### src/tre_pkg.sv
// Package for the translation buffer unit error record register bank.
// Assumes a single clock and reset domain and a 16-bit byte address.
package tre_pkg;

    // ------------------------------------------------------------------
    // Bus geometry
    // ------------------------------------------------------------------
    localparam int ADDR_W = 16;
    localparam int DATA_W = 32;
    localparam int BE_W   = 4;

    // ------------------------------------------------------------------
    // Register offsets (byte addresses)
    // ------------------------------------------------------------------
    localparam logic [ADDR_W-1:0] OFF_MAIN_TLB_DEPTH_DISC = 16'h8E30;
    localparam logic [ADDR_W-1:0] OFF_ERROR_RECORD_STATUS = 16'h8E90;
    localparam logic [ADDR_W-1:0] OFF_ERROR_INJECTION     = 16'h8EC0;
    localparam logic [ADDR_W-1:0] OFF_IRQ_STATUS          = 16'h8F00;
    localparam logic [ADDR_W-1:0] OFF_IRQ_MASK            = 16'h8F04;

    // ------------------------------------------------------------------
    // Field encodings and reset values
    // ------------------------------------------------------------------
    localparam logic [1:0]  CE_NONE         = 2'h0;
    localparam logic [1:0]  CE_CORRECTED    = 2'h2;
    localparam logic [1:0]  UET_UC          = 2'h0;
    localparam logic [7:0]  CLASS_NONE      = 8'h00;
    localparam logic [7:0]  CLASS_OTHER_RAM = 8'h02;
    localparam logic [7:0]  CLASS_MAIN_TLB_DATA = 8'h08;
    localparam logic [7:0]  CLASS_MAIN_TLB_TAGS = 8'h09;
    localparam logic [31:0] STATUS_IMPL     = 32'h6BB8_FFFF;
    localparam logic [31:0] STATUS_RESET    = 32'h0000_0000;
    localparam logic [31:0] INJ_RESET       = 32'h0000_0000;
    localparam int          DISC_DEPTH_W    = 17;

    // ------------------------------------------------------------------
    // Interrupt status and mask layout
    // ------------------------------------------------------------------
    localparam int         IRQ_W          = 3;
    localparam int         IRQ_RECOVERY   = 0;
    localparam int         IRQ_FAULT      = 1;
    localparam int         IRQ_CRITICAL   = 2;
    localparam logic [2:0] IRQ_MASK_RESET = 3'h0;
    localparam logic [2:0] IRQ_STAT_RESET = 3'h0;

    typedef struct packed {
        logic       rsvd31;
        logic       record_present;
        logic       uncorrected_flag;
        logic       rsvd28;
        logic       overflow_flag;
        logic       rsvd26;
        logic [1:0] correctable_code;
        logic       postponed_error_flag;
        logic       rsvd22;
        logic [1:0] uncorrected_type;
        logic       critical_flag;
        logic [2:0] rsvd18_16;
        logic [7:0] source_code_field;
        logic [7:0] error_class_code;
    } tre_status_type;

    function automatic logic [31:0] tre_be_mask(input logic [3:0] be);
        return {{8{be[3]}}, {8{be[2]}}, {8{be[1]}}, {8{be[0]}}};
    endfunction : tre_be_mask

endpackage : tre_pkg

### src/tre_bus_if.sv
// Internal register access carrier between the bus slave and the bank.
// Assumes the slave drives strobes and the bank answers with read data.
`timescale 1ns/1ns
interface tre_bus_if;
    import tre_pkg::*;

    logic              wr_stb;
    logic [ADDR_W-1:0] addr;
    logic [DATA_W-1:0] wdata;
    logic [BE_W-1:0]   be;
    logic [DATA_W-1:0] rdata;

    modport slave (output wr_stb, output addr, output wdata, output be,
                   input rdata);
    modport bank  (input wr_stb, input addr, input wdata, input be,
                   output rdata);
endinterface : tre_bus_if

### src/tre_avs_slave.sv
// Avalon-MM slave front end: one wait state per access.
// Assumes the master holds its request until waitrequest is low.
`timescale 1ns/1ns
module tre_avs_slave (
    input  wire logic                      clk_sys_i,
    input  wire logic                      rstn_i,
    input  wire logic [tre_pkg::ADDR_W-1:0] avs_address_i,
    input  wire logic                      avs_read_i,
    input  wire logic                      avs_write_i,
    input  wire logic [tre_pkg::DATA_W-1:0] avs_writedata_i,
    input  wire logic [tre_pkg::BE_W-1:0]   avs_byteenable_i,
    output logic      [tre_pkg::DATA_W-1:0] avs_readdata_o,
    output logic                           avs_waitrequest_o,
    tre_bus_if.slave                       bus
);
    import tre_pkg::*;

    typedef enum logic {TRE_BUS_IDLE = 1'b0, TRE_BUS_DONE = 1'b1}
        tre_bus_state_type;

    typedef struct packed {
        tre_bus_state_type state;
        logic [DATA_W-1:0] rdata;
    } tre_avs_state_type;

    tre_avs_state_type s_q;
    tre_avs_state_type s_d;

    wire logic req = avs_read_i | avs_write_i;

    // Read data is sampled in the wait cycle so it comes from a flop.
    always_comb begin
        s_d = s_q;
        case (s_q.state)
            TRE_BUS_IDLE: begin
                if (req) begin
                    s_d.state = TRE_BUS_DONE;
                    s_d.rdata = avs_read_i ? bus.rdata : '0;
                end
            end
            TRE_BUS_DONE: s_d.state = TRE_BUS_IDLE;
            default:      s_d.state = TRE_BUS_IDLE;
        endcase
    end

    always_ff @(posedge clk_sys_i or negedge rstn_i) begin
        if (!rstn_i) begin
            s_q <= '{state: TRE_BUS_IDLE, rdata: '0};
        end else begin
            s_q <= s_d;
        end
    end

    assign avs_waitrequest_o = req & (s_q.state != TRE_BUS_DONE);
    assign avs_readdata_o    = s_q.rdata;
    assign bus.wr_stb        = avs_write_i & (s_q.state == TRE_BUS_DONE);
    assign bus.addr          = avs_address_i;
    assign bus.wdata         = avs_writedata_i;
    assign bus.be            = avs_byteenable_i;

endmodule : tre_avs_slave

### src/tre_inj_check.sv
// Validity check for an error record written through the injection port.
// Purely combinational; assumes the caller merges byte enables first.
`timescale 1ns/1ns
module tre_inj_check (
    input  wire tre_pkg::tre_status_type rec_i,
    output logic                         valid_o
);
    import tre_pkg::*;

    logic ce_legal;

    always_comb begin
        ce_legal = (rec_i.correctable_code == CE_NONE) ||
                   (rec_i.correctable_code == CE_CORRECTED);
        valid_o  = rec_i.record_present &&
                   (rec_i.uncorrected_type == UET_UC) &&
                   ((rec_i.uncorrected_flag && ce_legal) ||
                    (rec_i.postponed_error_flag && ce_legal) ||
                    (rec_i.correctable_code == CE_CORRECTED));
    end

endmodule : tre_inj_check

### src/tre_ras_regs.sv
// Error record register bank of the translation buffer unit.
// Assumes one clock, an Avalon-MM master and error pulses from the datapath.
//
// Behaviour
// Status bit 19 reports a recorded critical error; software writes ignored.
// Status bits 15:8 hold the error source code; writes ignored.
// Status bits 7:0 hold the earliest error class code; writes ignored.
// A valid injection write copies its value into the status register.
// Valid needs record present, type 00, and some error condition.
// Correctable legal as 00 or 10; 10 alone qualifies the record.
// A valid injected record raises the interrupts a real error would.
// Injection register at 0x08EC0, read/write, resets to zero.
// Register 0x08E30 bits 16:0 return main TLB depth; upper read zero.
// Record-present bit 30 set on error, write-one clears, resets zero.
// Overflow set on error while record present, or on multiple errors.
// Invalid injection leaves status and interrupts alone, still stored.
`timescale 1ns/1ns
module tre_ras_regs #(
    parameter int unsigned MAIN_TLB_DEPTH_PARAM = 8
) (
    input  wire logic                       clk_sys_i,
    input  wire logic                       rstn_i,
    input  wire logic [tre_pkg::ADDR_W-1:0] avs_address_i,
    input  wire logic                       avs_read_i,
    input  wire logic                       avs_write_i,
    input  wire logic [tre_pkg::DATA_W-1:0] avs_writedata_i,
    input  wire logic [tre_pkg::BE_W-1:0]   avs_byteenable_i,
    output logic      [tre_pkg::DATA_W-1:0] avs_readdata_o,
    output logic                            avs_waitrequest_o,
    input  wire logic                       err_valid_i,
    input  wire logic                       err_multi_i,
    input  wire logic                       err_uncorrected_i,
    input  wire logic                       err_postponed_i,
    input  wire logic                       err_corrected_i,
    input  wire logic                       err_critical_i,
    input  wire logic [7:0]                 err_source_i,
    input  wire logic [7:0]                 err_class_i,
    output logic [tre_pkg::IRQ_W-1:0]       irq_status_o,
    output logic                            irq_o
);
    import tre_pkg::*;

    // ------------------------------------------------------------------
    // State
    // ------------------------------------------------------------------
    typedef struct packed {
        logic [DATA_W-1:0] injection;
        tre_status_type    status;
        logic [IRQ_W-1:0]  irq_stat;
        logic [IRQ_W-1:0]  irq_mask;
    } tre_bank_state_type;

    tre_bank_state_type r_q;
    tre_bank_state_type r_d;

    tre_bus_if bus ();

    // ------------------------------------------------------------------
    // Bus front end
    // ------------------------------------------------------------------
    tre_avs_slave u_slave (
        .clk_sys_i         (clk_sys_i),
        .rstn_i            (rstn_i),
        .avs_address_i     (avs_address_i),
        .avs_read_i        (avs_read_i),
        .avs_write_i       (avs_write_i),
        .avs_writedata_i   (avs_writedata_i),
        .avs_byteenable_i  (avs_byteenable_i),
        .avs_readdata_o    (avs_readdata_o),
        .avs_waitrequest_o (avs_waitrequest_o),
        .bus               (bus)
    );

    // ------------------------------------------------------------------
    // Write decode
    // ------------------------------------------------------------------
    logic [DATA_W-1:0] be_mask;
    logic [DATA_W-1:0] wr_bits;
    logic              wr_status;
    logic              wr_inj;
    logic              wr_irq_stat;
    logic              wr_irq_mask;
    logic [DATA_W-1:0] inj_merged;
    tre_status_type    inj_rec;
    logic              inj_valid;

    always_comb begin
        be_mask     = tre_be_mask(bus.be);
        wr_bits     = bus.wdata & be_mask;
        wr_status   = bus.wr_stb && (bus.addr == OFF_ERROR_RECORD_STATUS);
        wr_inj      = bus.wr_stb && (bus.addr == OFF_ERROR_INJECTION);
        wr_irq_stat = bus.wr_stb && (bus.addr == OFF_IRQ_STATUS);
        wr_irq_mask = bus.wr_stb && (bus.addr == OFF_IRQ_MASK);
        inj_merged  = (r_q.injection & ~be_mask) | wr_bits;
        inj_rec     = tre_status_type'(inj_merged);
    end

    // The check sees the value as it will stand after the byte merge.
    tre_inj_check u_inj_check (
        .rec_i   (inj_rec),
        .valid_o (inj_valid)
    );

    // ------------------------------------------------------------------
    // Hardware error record
    // ------------------------------------------------------------------
    tre_status_type   st_cleared;
    tre_status_type   st_next;
    tre_status_type   st_clr;
    logic             v_clearing;
    logic [IRQ_W-1:0] hw_events;
    logic [IRQ_W-1:0] inj_events;

    always_comb begin
        st_clr     = tre_status_type'(wr_status ? wr_bits : '0);
        v_clearing = st_clr.record_present;
        st_cleared = r_q.status;

        // Clearing the record-present bit empties the whole syndrome so
        // that the next error starts a fresh record.
        if (v_clearing) begin
            st_cleared = tre_status_type'(STATUS_RESET);
        end else begin
            if (st_clr.uncorrected_flag) begin
                st_cleared.uncorrected_flag = 1'b0;
            end
            if (st_clr.overflow_flag) begin
                st_cleared.overflow_flag = 1'b0;
            end
            if (st_clr.postponed_error_flag) begin
                st_cleared.postponed_error_flag = 1'b0;
            end
            if (st_clr.correctable_code != CE_NONE) begin
                st_cleared.correctable_code = CE_NONE;
            end
        end

        // Source, class, type and critical fields are never written
        // directly: only the clear of the whole record touches them.
        st_next = st_cleared;

        // A new error is applied after the clear, so a clear in the same cycle never loses it.
        if (err_valid_i) begin
            if (r_q.status.record_present && !v_clearing) begin
                st_next.overflow_flag = 1'b1;
            end else begin
                st_next.record_present       = 1'b1;
                st_next.uncorrected_flag     = err_uncorrected_i;
                st_next.postponed_error_flag = err_postponed_i;
                st_next.correctable_code     =
                    err_corrected_i ? CE_CORRECTED : CE_NONE;
                st_next.uncorrected_type     = UET_UC;
                st_next.critical_flag        = err_critical_i;
                st_next.source_code_field    = err_source_i;
                st_next.error_class_code     = err_class_i;
            end
            if (err_multi_i) begin
                st_next.overflow_flag = 1'b1;
            end
        end

        // Injection overrides the hardware record in the same cycle.
        if (wr_inj && inj_valid) begin
            st_next = tre_status_type'(inj_merged & STATUS_IMPL);
        end
    end

    // ------------------------------------------------------------------
    // Interrupt events
    // ------------------------------------------------------------------
    always_comb begin
        hw_events = '0;
        if (err_valid_i) begin
            hw_events[IRQ_RECOVERY] = err_uncorrected_i;
            hw_events[IRQ_FAULT]    = err_postponed_i | err_corrected_i;
            hw_events[IRQ_CRITICAL] = err_critical_i;
        end

        // An injected record raises exactly what a real one of its kind
        // would; an invalid one raises nothing.
        inj_events = '0;
        if (wr_inj && inj_valid) begin
            inj_events[IRQ_RECOVERY] = inj_rec.uncorrected_flag;
            inj_events[IRQ_FAULT]    = inj_rec.postponed_error_flag |
                (inj_rec.correctable_code == CE_CORRECTED);
            inj_events[IRQ_CRITICAL] = inj_rec.critical_flag;
        end
    end

    // ------------------------------------------------------------------
    // Next state
    // ------------------------------------------------------------------
    always_comb begin
        r_d        = r_q;
        r_d.status = st_next;

        // The injection register keeps every written bit, valid or not.
        if (wr_inj) begin
            r_d.injection = inj_merged;
        end

        if (wr_irq_mask) begin
            r_d.irq_mask = wr_bits[IRQ_W-1:0] |
                (r_q.irq_mask & ~be_mask[IRQ_W-1:0]);
        end

        // Set wins over a write-one-to-clear in the same cycle.
        r_d.irq_stat = r_q.irq_stat;
        if (wr_irq_stat) begin
            r_d.irq_stat = r_q.irq_stat & ~wr_bits[IRQ_W-1:0];
        end
        r_d.irq_stat = r_d.irq_stat | hw_events | inj_events;
    end

    always_ff @(posedge clk_sys_i or negedge rstn_i) begin
        if (!rstn_i) begin
            r_q <= '{injection: INJ_RESET,
                     status:    tre_status_type'(STATUS_RESET),
                     irq_stat:  IRQ_STAT_RESET,
                     irq_mask:  IRQ_MASK_RESET};
        end else begin
            r_q <= r_d;
        end
    end

    // ------------------------------------------------------------------
    // Read mux
    // ------------------------------------------------------------------
    logic [DISC_DEPTH_W-1:0] depth_field;

    always_comb begin
        depth_field = DISC_DEPTH_W'(MAIN_TLB_DEPTH_PARAM);
        case (bus.addr)
            OFF_MAIN_TLB_DEPTH_DISC:
                bus.rdata = {{(DATA_W-DISC_DEPTH_W){1'b0}},
                             depth_field};
            OFF_ERROR_RECORD_STATUS:
                bus.rdata = DATA_W'(r_q.status) & STATUS_IMPL;
            OFF_ERROR_INJECTION:
                bus.rdata = r_q.injection;
            OFF_IRQ_STATUS:
                bus.rdata = {{(DATA_W-IRQ_W){1'b0}}, r_q.irq_stat};
            OFF_IRQ_MASK:
                bus.rdata = {{(DATA_W-IRQ_W){1'b0}}, r_q.irq_mask};
            default:
                bus.rdata = '0;
        endcase
    end

    // ------------------------------------------------------------------
    // Interrupt output
    // ------------------------------------------------------------------
    assign irq_status_o = r_q.irq_stat;
    assign irq_o        = |(r_q.irq_stat & r_q.irq_mask);

endmodule : tre_ras_regs

### config.mk
export PLATFORM = sky130hd
export DESIGN_NAME = tre_ras_regs
export DESIGN_NICKNAME = d
export VERILOG_FILES = /design/src/tre_pkg.sv /design/src/tre_bus_if.sv /design/src/tre_avs_slave.sv /design/src/tre_inj_check.sv /design/src/tre_ras_regs.sv
export SDC_FILE = /design/constraint.sdc
export NUM_CORES = 1
export LEC_CHECK = 0
export BUFFER_PORTS_ARGS = -buffer_cell sky130_fd_sc_hd__clkbuf_2
export CAP_MARGIN = 20
export CORE_MARGIN = 1.5
export CORE_UTILIZATION = 45
export DETAILED_ROUTE_END_ITERATION = 16
export GPL_TIMING_DRIVEN = 0
export HOLD_SLACK_MARGIN = 0.15
export PLACE_DENSITY = 0.66
export SETUP_SLACK_MARGIN = 0.3
export SYNTH_ARGS = -nofsm -noshare
export SYNTH_HDL_FRONTEND = slang
export SYNTH_HIERARCHICAL = 1
export SYNTH_SLANG_ARGS = --single-unit
### constraint.sdc
create_clock -name clk_sys_i -period 5.29 [get_ports clk_sys_i]
set_input_delay 0.529 -clock clk_sys_i [delete_from_list [all_inputs] [get_ports clk_sys_i]]
set_output_delay 0.529 -clock clk_sys_i [all_outputs]
set_load 0.05 [all_outputs]
==> results.cfg, run 1 <==
[clocking]
cts_resized = 0
cts_tree = yes
cts_hold_buf = 0
htree_levels = 3
clockRootBuffer = clkbuf_16
cts_setup_buffers = 0
clock_latency_ps = 340
numClockSinks = 96
numCtsBuffers = 9
clockBufferDepth = 2
cts.reportedPaths.clkPinSlew_ps = 60

[layout]
area.growth.synth_to_final_pct = 15.26
fillers = 1048
final_cells = 728
finalInstanceArea_um2 = 6200
nNetsFinal = 658
drive_gt1_frac = 0.3812
diodes = 0
fin_util = 0.5384

[route]
first_pass_iters = 13
drt_iter0_drc = 253
via_per_inst = 5.602
ant_nets = 0
vias = 4078
wirelength_um = 13240
post_drt_wl_per_cell_um = 18.19
drc = 0

[timing]
worst_slew_pin_slew_ps = 767.6
min_period_over_period = 0.5304
drv_slew = 0
final.min_clock_period_ps = 2806
rsz0062_at_grt = no
fmax_mhz = 356.4
clock-skew-final_ps = 5.750
max_slew_margin = 0.4883
finalHoldViolCount = 0
finalSetupTns_ps = 0
finalSetupViolCount = 0

[status]
status = complete, no violations

[die]
row_count = 39
core_area_um2 = 11520
die_area_um2 = 12620
io_pins = 115
chipWidth_um = 112.3
die_height_um = 112.3
start_util = 0.4671

[worst_setup_path]
crit_slowest_cell = clkbuf_1
cp_num_buf_inv = 5
crit_chain = buf_4 > clkbuf_1 > mux2i_1 > inv_1 > nor4b_2 > o31a_1 > and4_1 > buf_2 > clkbuf_1 > nand2_1 > o31a_1
critPathArrivalTime_ps = 3030
cp-end-kind = register
path_delay_family = buffers and inverters
max_stage_delay_ps = 460
critPathKind = primary input to register
cp.required_ps = 5520
start_kind = primary input
crit_fanout = 10

[hold_path]
min_path_type = primary input to async pin

[yosys]
synthCells = 506
synth_nets = 584
ys_warn_count = 6
avgSynthCellArea_um2 = 10.63
syn_area_um2 = 5379

[power]
power.density_nw_per_um2 = 257.1
power_leakage_nw = 3.116
ir_drop_uv = 129.4
finalPower_w = 0.001594

[global_route]
grt_max_degree = 50
grt_usage = 0.2205
antenna_found_initial = 0
grt_overflow = 0
grt_pass1_vias = 4187
grt_pass1_wl_um = 21670

[placement]
io_buffer_count = 62
gp_congestion = 0.8875
placed_cells_incl_taps = 712
postPlaceCellArea_um2 = 5898
dp_hpwl_um = 9775

[flow_run]
max-cap-violations = 0
==> worst paths after layout <==
check,start,slack (ps),endpoint,cells after the start
setup / recovery,avs_byteenable_i[2],2480,r_q[35],11
hold / removal,rstn_i,250,u_slave/avs_readdata_o[17],1
setup reg to reg,r_q[62],2870,r_q[35],9
hold reg to reg,r_q[47],510,r_q[47],2
max in group asynchronous,rstn_i,4360,r_q[13],2
min in group clk_sys_i,avs_writedata_i[2],440,register,2
==> area by class of cell <==
type	count	area, um2	area share
tap	143	178.9	0.02886
clock inverter	2	37.54	0.006054
multi-input combinational	280	2098	0.3384
clock buffer	14	264.0	0.04258
sequential	96	2402	0.3875
buffer	119	837.1	0.1350
timing repair buffer	63	340.3	0.05489
inverter	11	41.29	0.006660
==> sequential cells by signal, indices dropped and copies added (netlist names), named ones only <==
| signal | count |
|---|---|
| irq_status_o | 3 |
| u_slave/avs_readdata_o | 32 |
| r_q | 57 |
| u_slave/s_q | 1 |
==> per-stage QoR <==
stage / hold slack [ps] / setup slack (ps)
2_1_floorplan: 233.4 / 2728
3_3_place_gp: 485.4 / 2182
3_5_place_dp: 492.8 / 2116
4_1_cts: 282.1 / 2469
5_1_grt: 303.2 / 2216
6_report: 251.1 / 2484
==> placed cells by master (no fill, tap or decap), drive strengths merged, types with 2 or more instances in the layout <==
cell type / n
o21ai: 32
nor3: 6
nand2: 38
inv: 11
nand3: 6
nand4: 3
a22oi: 8
a221oi: 17
and4: 3
o211ai: 2
mux2: 18
nor2: 6
a21boi: 2
mux2i: 25
clkbuf: 86
and2: 3
a21oi: 22
nor4b: 2
nor2b: 4
and3: 11
a22o: 53
o21bai: 2
dfrtp: 96
o31a: 2
buf: 110
==> per-layer routing <==
metal	share of wire	up-vias	track usage
met2	0.47	128	0.3534
li1	-	1913	-
met5	0	-	0
met4	0.018	0	0.08270
met1	0.46	2018	0.3084
met3	0.046	19	0.02808
==> report_power, final <==
| group | switching, W | total (W) | internal, W |
|---|---|---|---|
| Sequential | 0.0000128 | 0.000766 | 0.000753 |
| Clock | 0.000270 | 0.000664 | 0.000393 |
| Combinational | 0.0000868 | 0.000165 | 0.0000778 |
==> worst register-to-register path: stages (launching register included) <==
cell,delay [ps]
dfrtp_1,400
mux2i_1,310
inv_1,90
nor4b_2,240
o31a_1,230
and4_1,180
buf_2,170
clkbuf_1,460
nand2_1,110
o31a_1,120
No activity file was read; power rests on OpenSTA's default activity.
==> run 2: changes to the inputs <==
- PLACE_DENSITY: 0.66 -> 0.68
- clock period: 5.29 -> 2.35 ns (I/O delays scaled with it)
==> run 2 against run 1 <==
Non-clock buffer count increased by 10. Highest routed layer unchanged. Sequential power grew 130%. Setup slack got worse by 2200 ps. Die area is the same. Sequential cell count stayed put. Clock-buffer cell count is 1 lower.
==> results.cfg, run 2 (synthesized netlist as in run 1, its figures left out) <==
[route]
drc = 0
post_drt_wl_per_cell_um = 18.47
wirelength_um = 13630
vias = 4176
first_pass_iters = 8
ant_nets = 0
via_per_inst = 5.659
drt_iter0_drc = 276

[clocking]
clockBufferDepth = 2
cts.reportedPaths.clkPinSlew_ps = 70
numClockSinks = 96
numCtsBuffers = 9
htree_levels = 3
clock_latency_ps = 340
cts_tree = yes
clockRootBuffer = clkbuf_16

[timing]
final.min_clock_period_ps = 2049
clock-skew-final_ps = 5.439
rsz0062_at_grt = yes
finalHoldViolCount = 0
fmax_mhz = 488.0
min_period_over_period = 0.8719
max_slew_margin = 0.4906
drv_slew = 0
worst_slew_pin_slew_ps = 764.1
finalSetupViolCount = 0

[power]
swShare = 0.2431
ir_drop_uv = 270.8
p_seq_frac = 0.497
clkPwrFrac = 0.390
combPwrFrac = 0.113
intPower_w = 0.002628
power.density_nw_per_um2 = 542.2
switching_power_w = 0.0008442
power_leakage_nw = 3.197
finalPower_w = 0.003472

[layout]
layout_common_cells = buf_4 (99), dfrtp_1 (95), clkbuf_2 (64), a22o_1 (53), nand2_1 (37)
largest_register_ff_count = 57
fillers = 1028
largest_register = r_q
final_common_cell = buf_4
finalInstanceArea_um2 = 6404
nNetsFinal = 668
drive_gt1_frac = 0.4168
area.growth.synth_to_final_pct = 19.05
diodes = 0
final_cells = 738

[placement]
dp_hpwl_um = 9834
placed_cells_incl_taps = 712
gp_congestion = 0.8710
io_buffer_count = 62
postPlaceCellArea_um2 = 5911

[global_route]
grt_pass1_vias = 4165
grt_max_degree = 58
grt_overflow = 0
antenna_found_initial = 0
grt_pass1_wl_um = 21680
grt_usage = 0.2209

[flow_run]
max-cap-violations = 0

[worst_setup_path]
cp.required_ps = 2570
start_kind = register
critPathKind = register to register
critPathArrivalTime_ps = 2270
cp-end-kind = register
crit_fanout = 10

[status]
status = complete, no violations

[die]
core_area_um2 = 11520
row_count = 39
chipWidth_um = 112.3
die_area_um2 = 12620
io_pins = 115
die_height_um = 112.3
start_util = 0.4671

[hold_path]
min_path_type = primary input to register
run 2: cell type report:
type                            instances  area (um2)  area share
Multi-Input combinational cell        280        2181      0.3406
Inverter                               11       41.29    0.006448
Tap cell                              143       178.9     0.02794
Clock buffer                           13       250.2     0.03908
Clock inverter                          3       17.52    0.002735
Sequential cell                        96        2404      0.3753
Timing Repair Buffer                   73       435.4     0.06800
Buffer                                119       895.9      0.1399
run 2: final timing paths:
| check | depth (start not counted) | end | start | slack, ps |
|---|---|---|---|---|
| max | 9 | r_q[35] | r_q[58] | 300 |
| min reg2reg | 1 | u_slave/avs_readdata_o[17] | u_slave/avs_readdata_o[17] | 500 |
| min | 2 | register | avs_writedata_i[2] | 160 |
| max in group asynchronous | 3 | r_q[62] | rstn_i | 1190 |
| max reg2reg | 9 | r_q[35] | r_q[58] | 300 |
| min in group asynchronous | 2 | u_slave/avs_readdata_o[11] | rstn_i | 460 |
run 2: power by group through the flow:
stage	clock network (W)	registers, W	logic [W]
floorplan	0	0.00175	0.000250
global placement	0	0.00175	0.000360
detailed placement	0	0.00175	0.000374
CTS	0.00138	0.00172	0.000382
global route	0.00143	0.00173	0.000428
finish	0.00135	0.00173	0.000393
run 2: worst max-delay path: stages, from the launching register on:
cell      delay [ps]
dfrtp_1          390
mux2i_2          230
inv_1             90
nor4b_2          270
o31a_1           220
and4_1           220
buf_6            160
clkbuf_8         190
nand2_1           60
o31a_1           110
run 2: what timing repair did:
item / 4_1_cts / 5_1_grt
hold buffers: 1 / 0
setup buffers: 2 / 6
endpoints found under the setup margin: 22 / 70
gates resized for setup: 9 / 28
pin swaps: 0 / 2
hold endpoints to repair: 39 / 0
gates cloned: 0 / 1
run 2: metal layers:
layer / global-route usage / part of all wire / vias up
met2: 0.3689 / 0.50 / 142
met5: 0 / 0 / -
met4: 0.06414 / 0.011 / 0
met3: 0.03564 / 0.050 / 12
met1: 0.2994 / 0.44 / 2075
li1: - / - / 1947
run 2: metrics by stage:
| step | worst slack (ps) | hold WS (ps) | utilization | setup TNS (ps) |
|---|---|---|---|---|
| 4_1_cts | 300.9 | 150.3 | 0.5419 | 0 |
| 3_3_place_gp | -145.3 | 484.9 | 0.5106 | -14070 |
| 5_1_grt | 233.1 | 162.0 | 0.5561 | 0 |
| 6_report | 301.0 | 155.9 | 0.5561 | 0 |
| 3_5_place_dp | -154.9 | 298.5 | 0.5133 | -1841 |
| 2_1_floorplan | 300.6 | -60.59 | - | 0 |
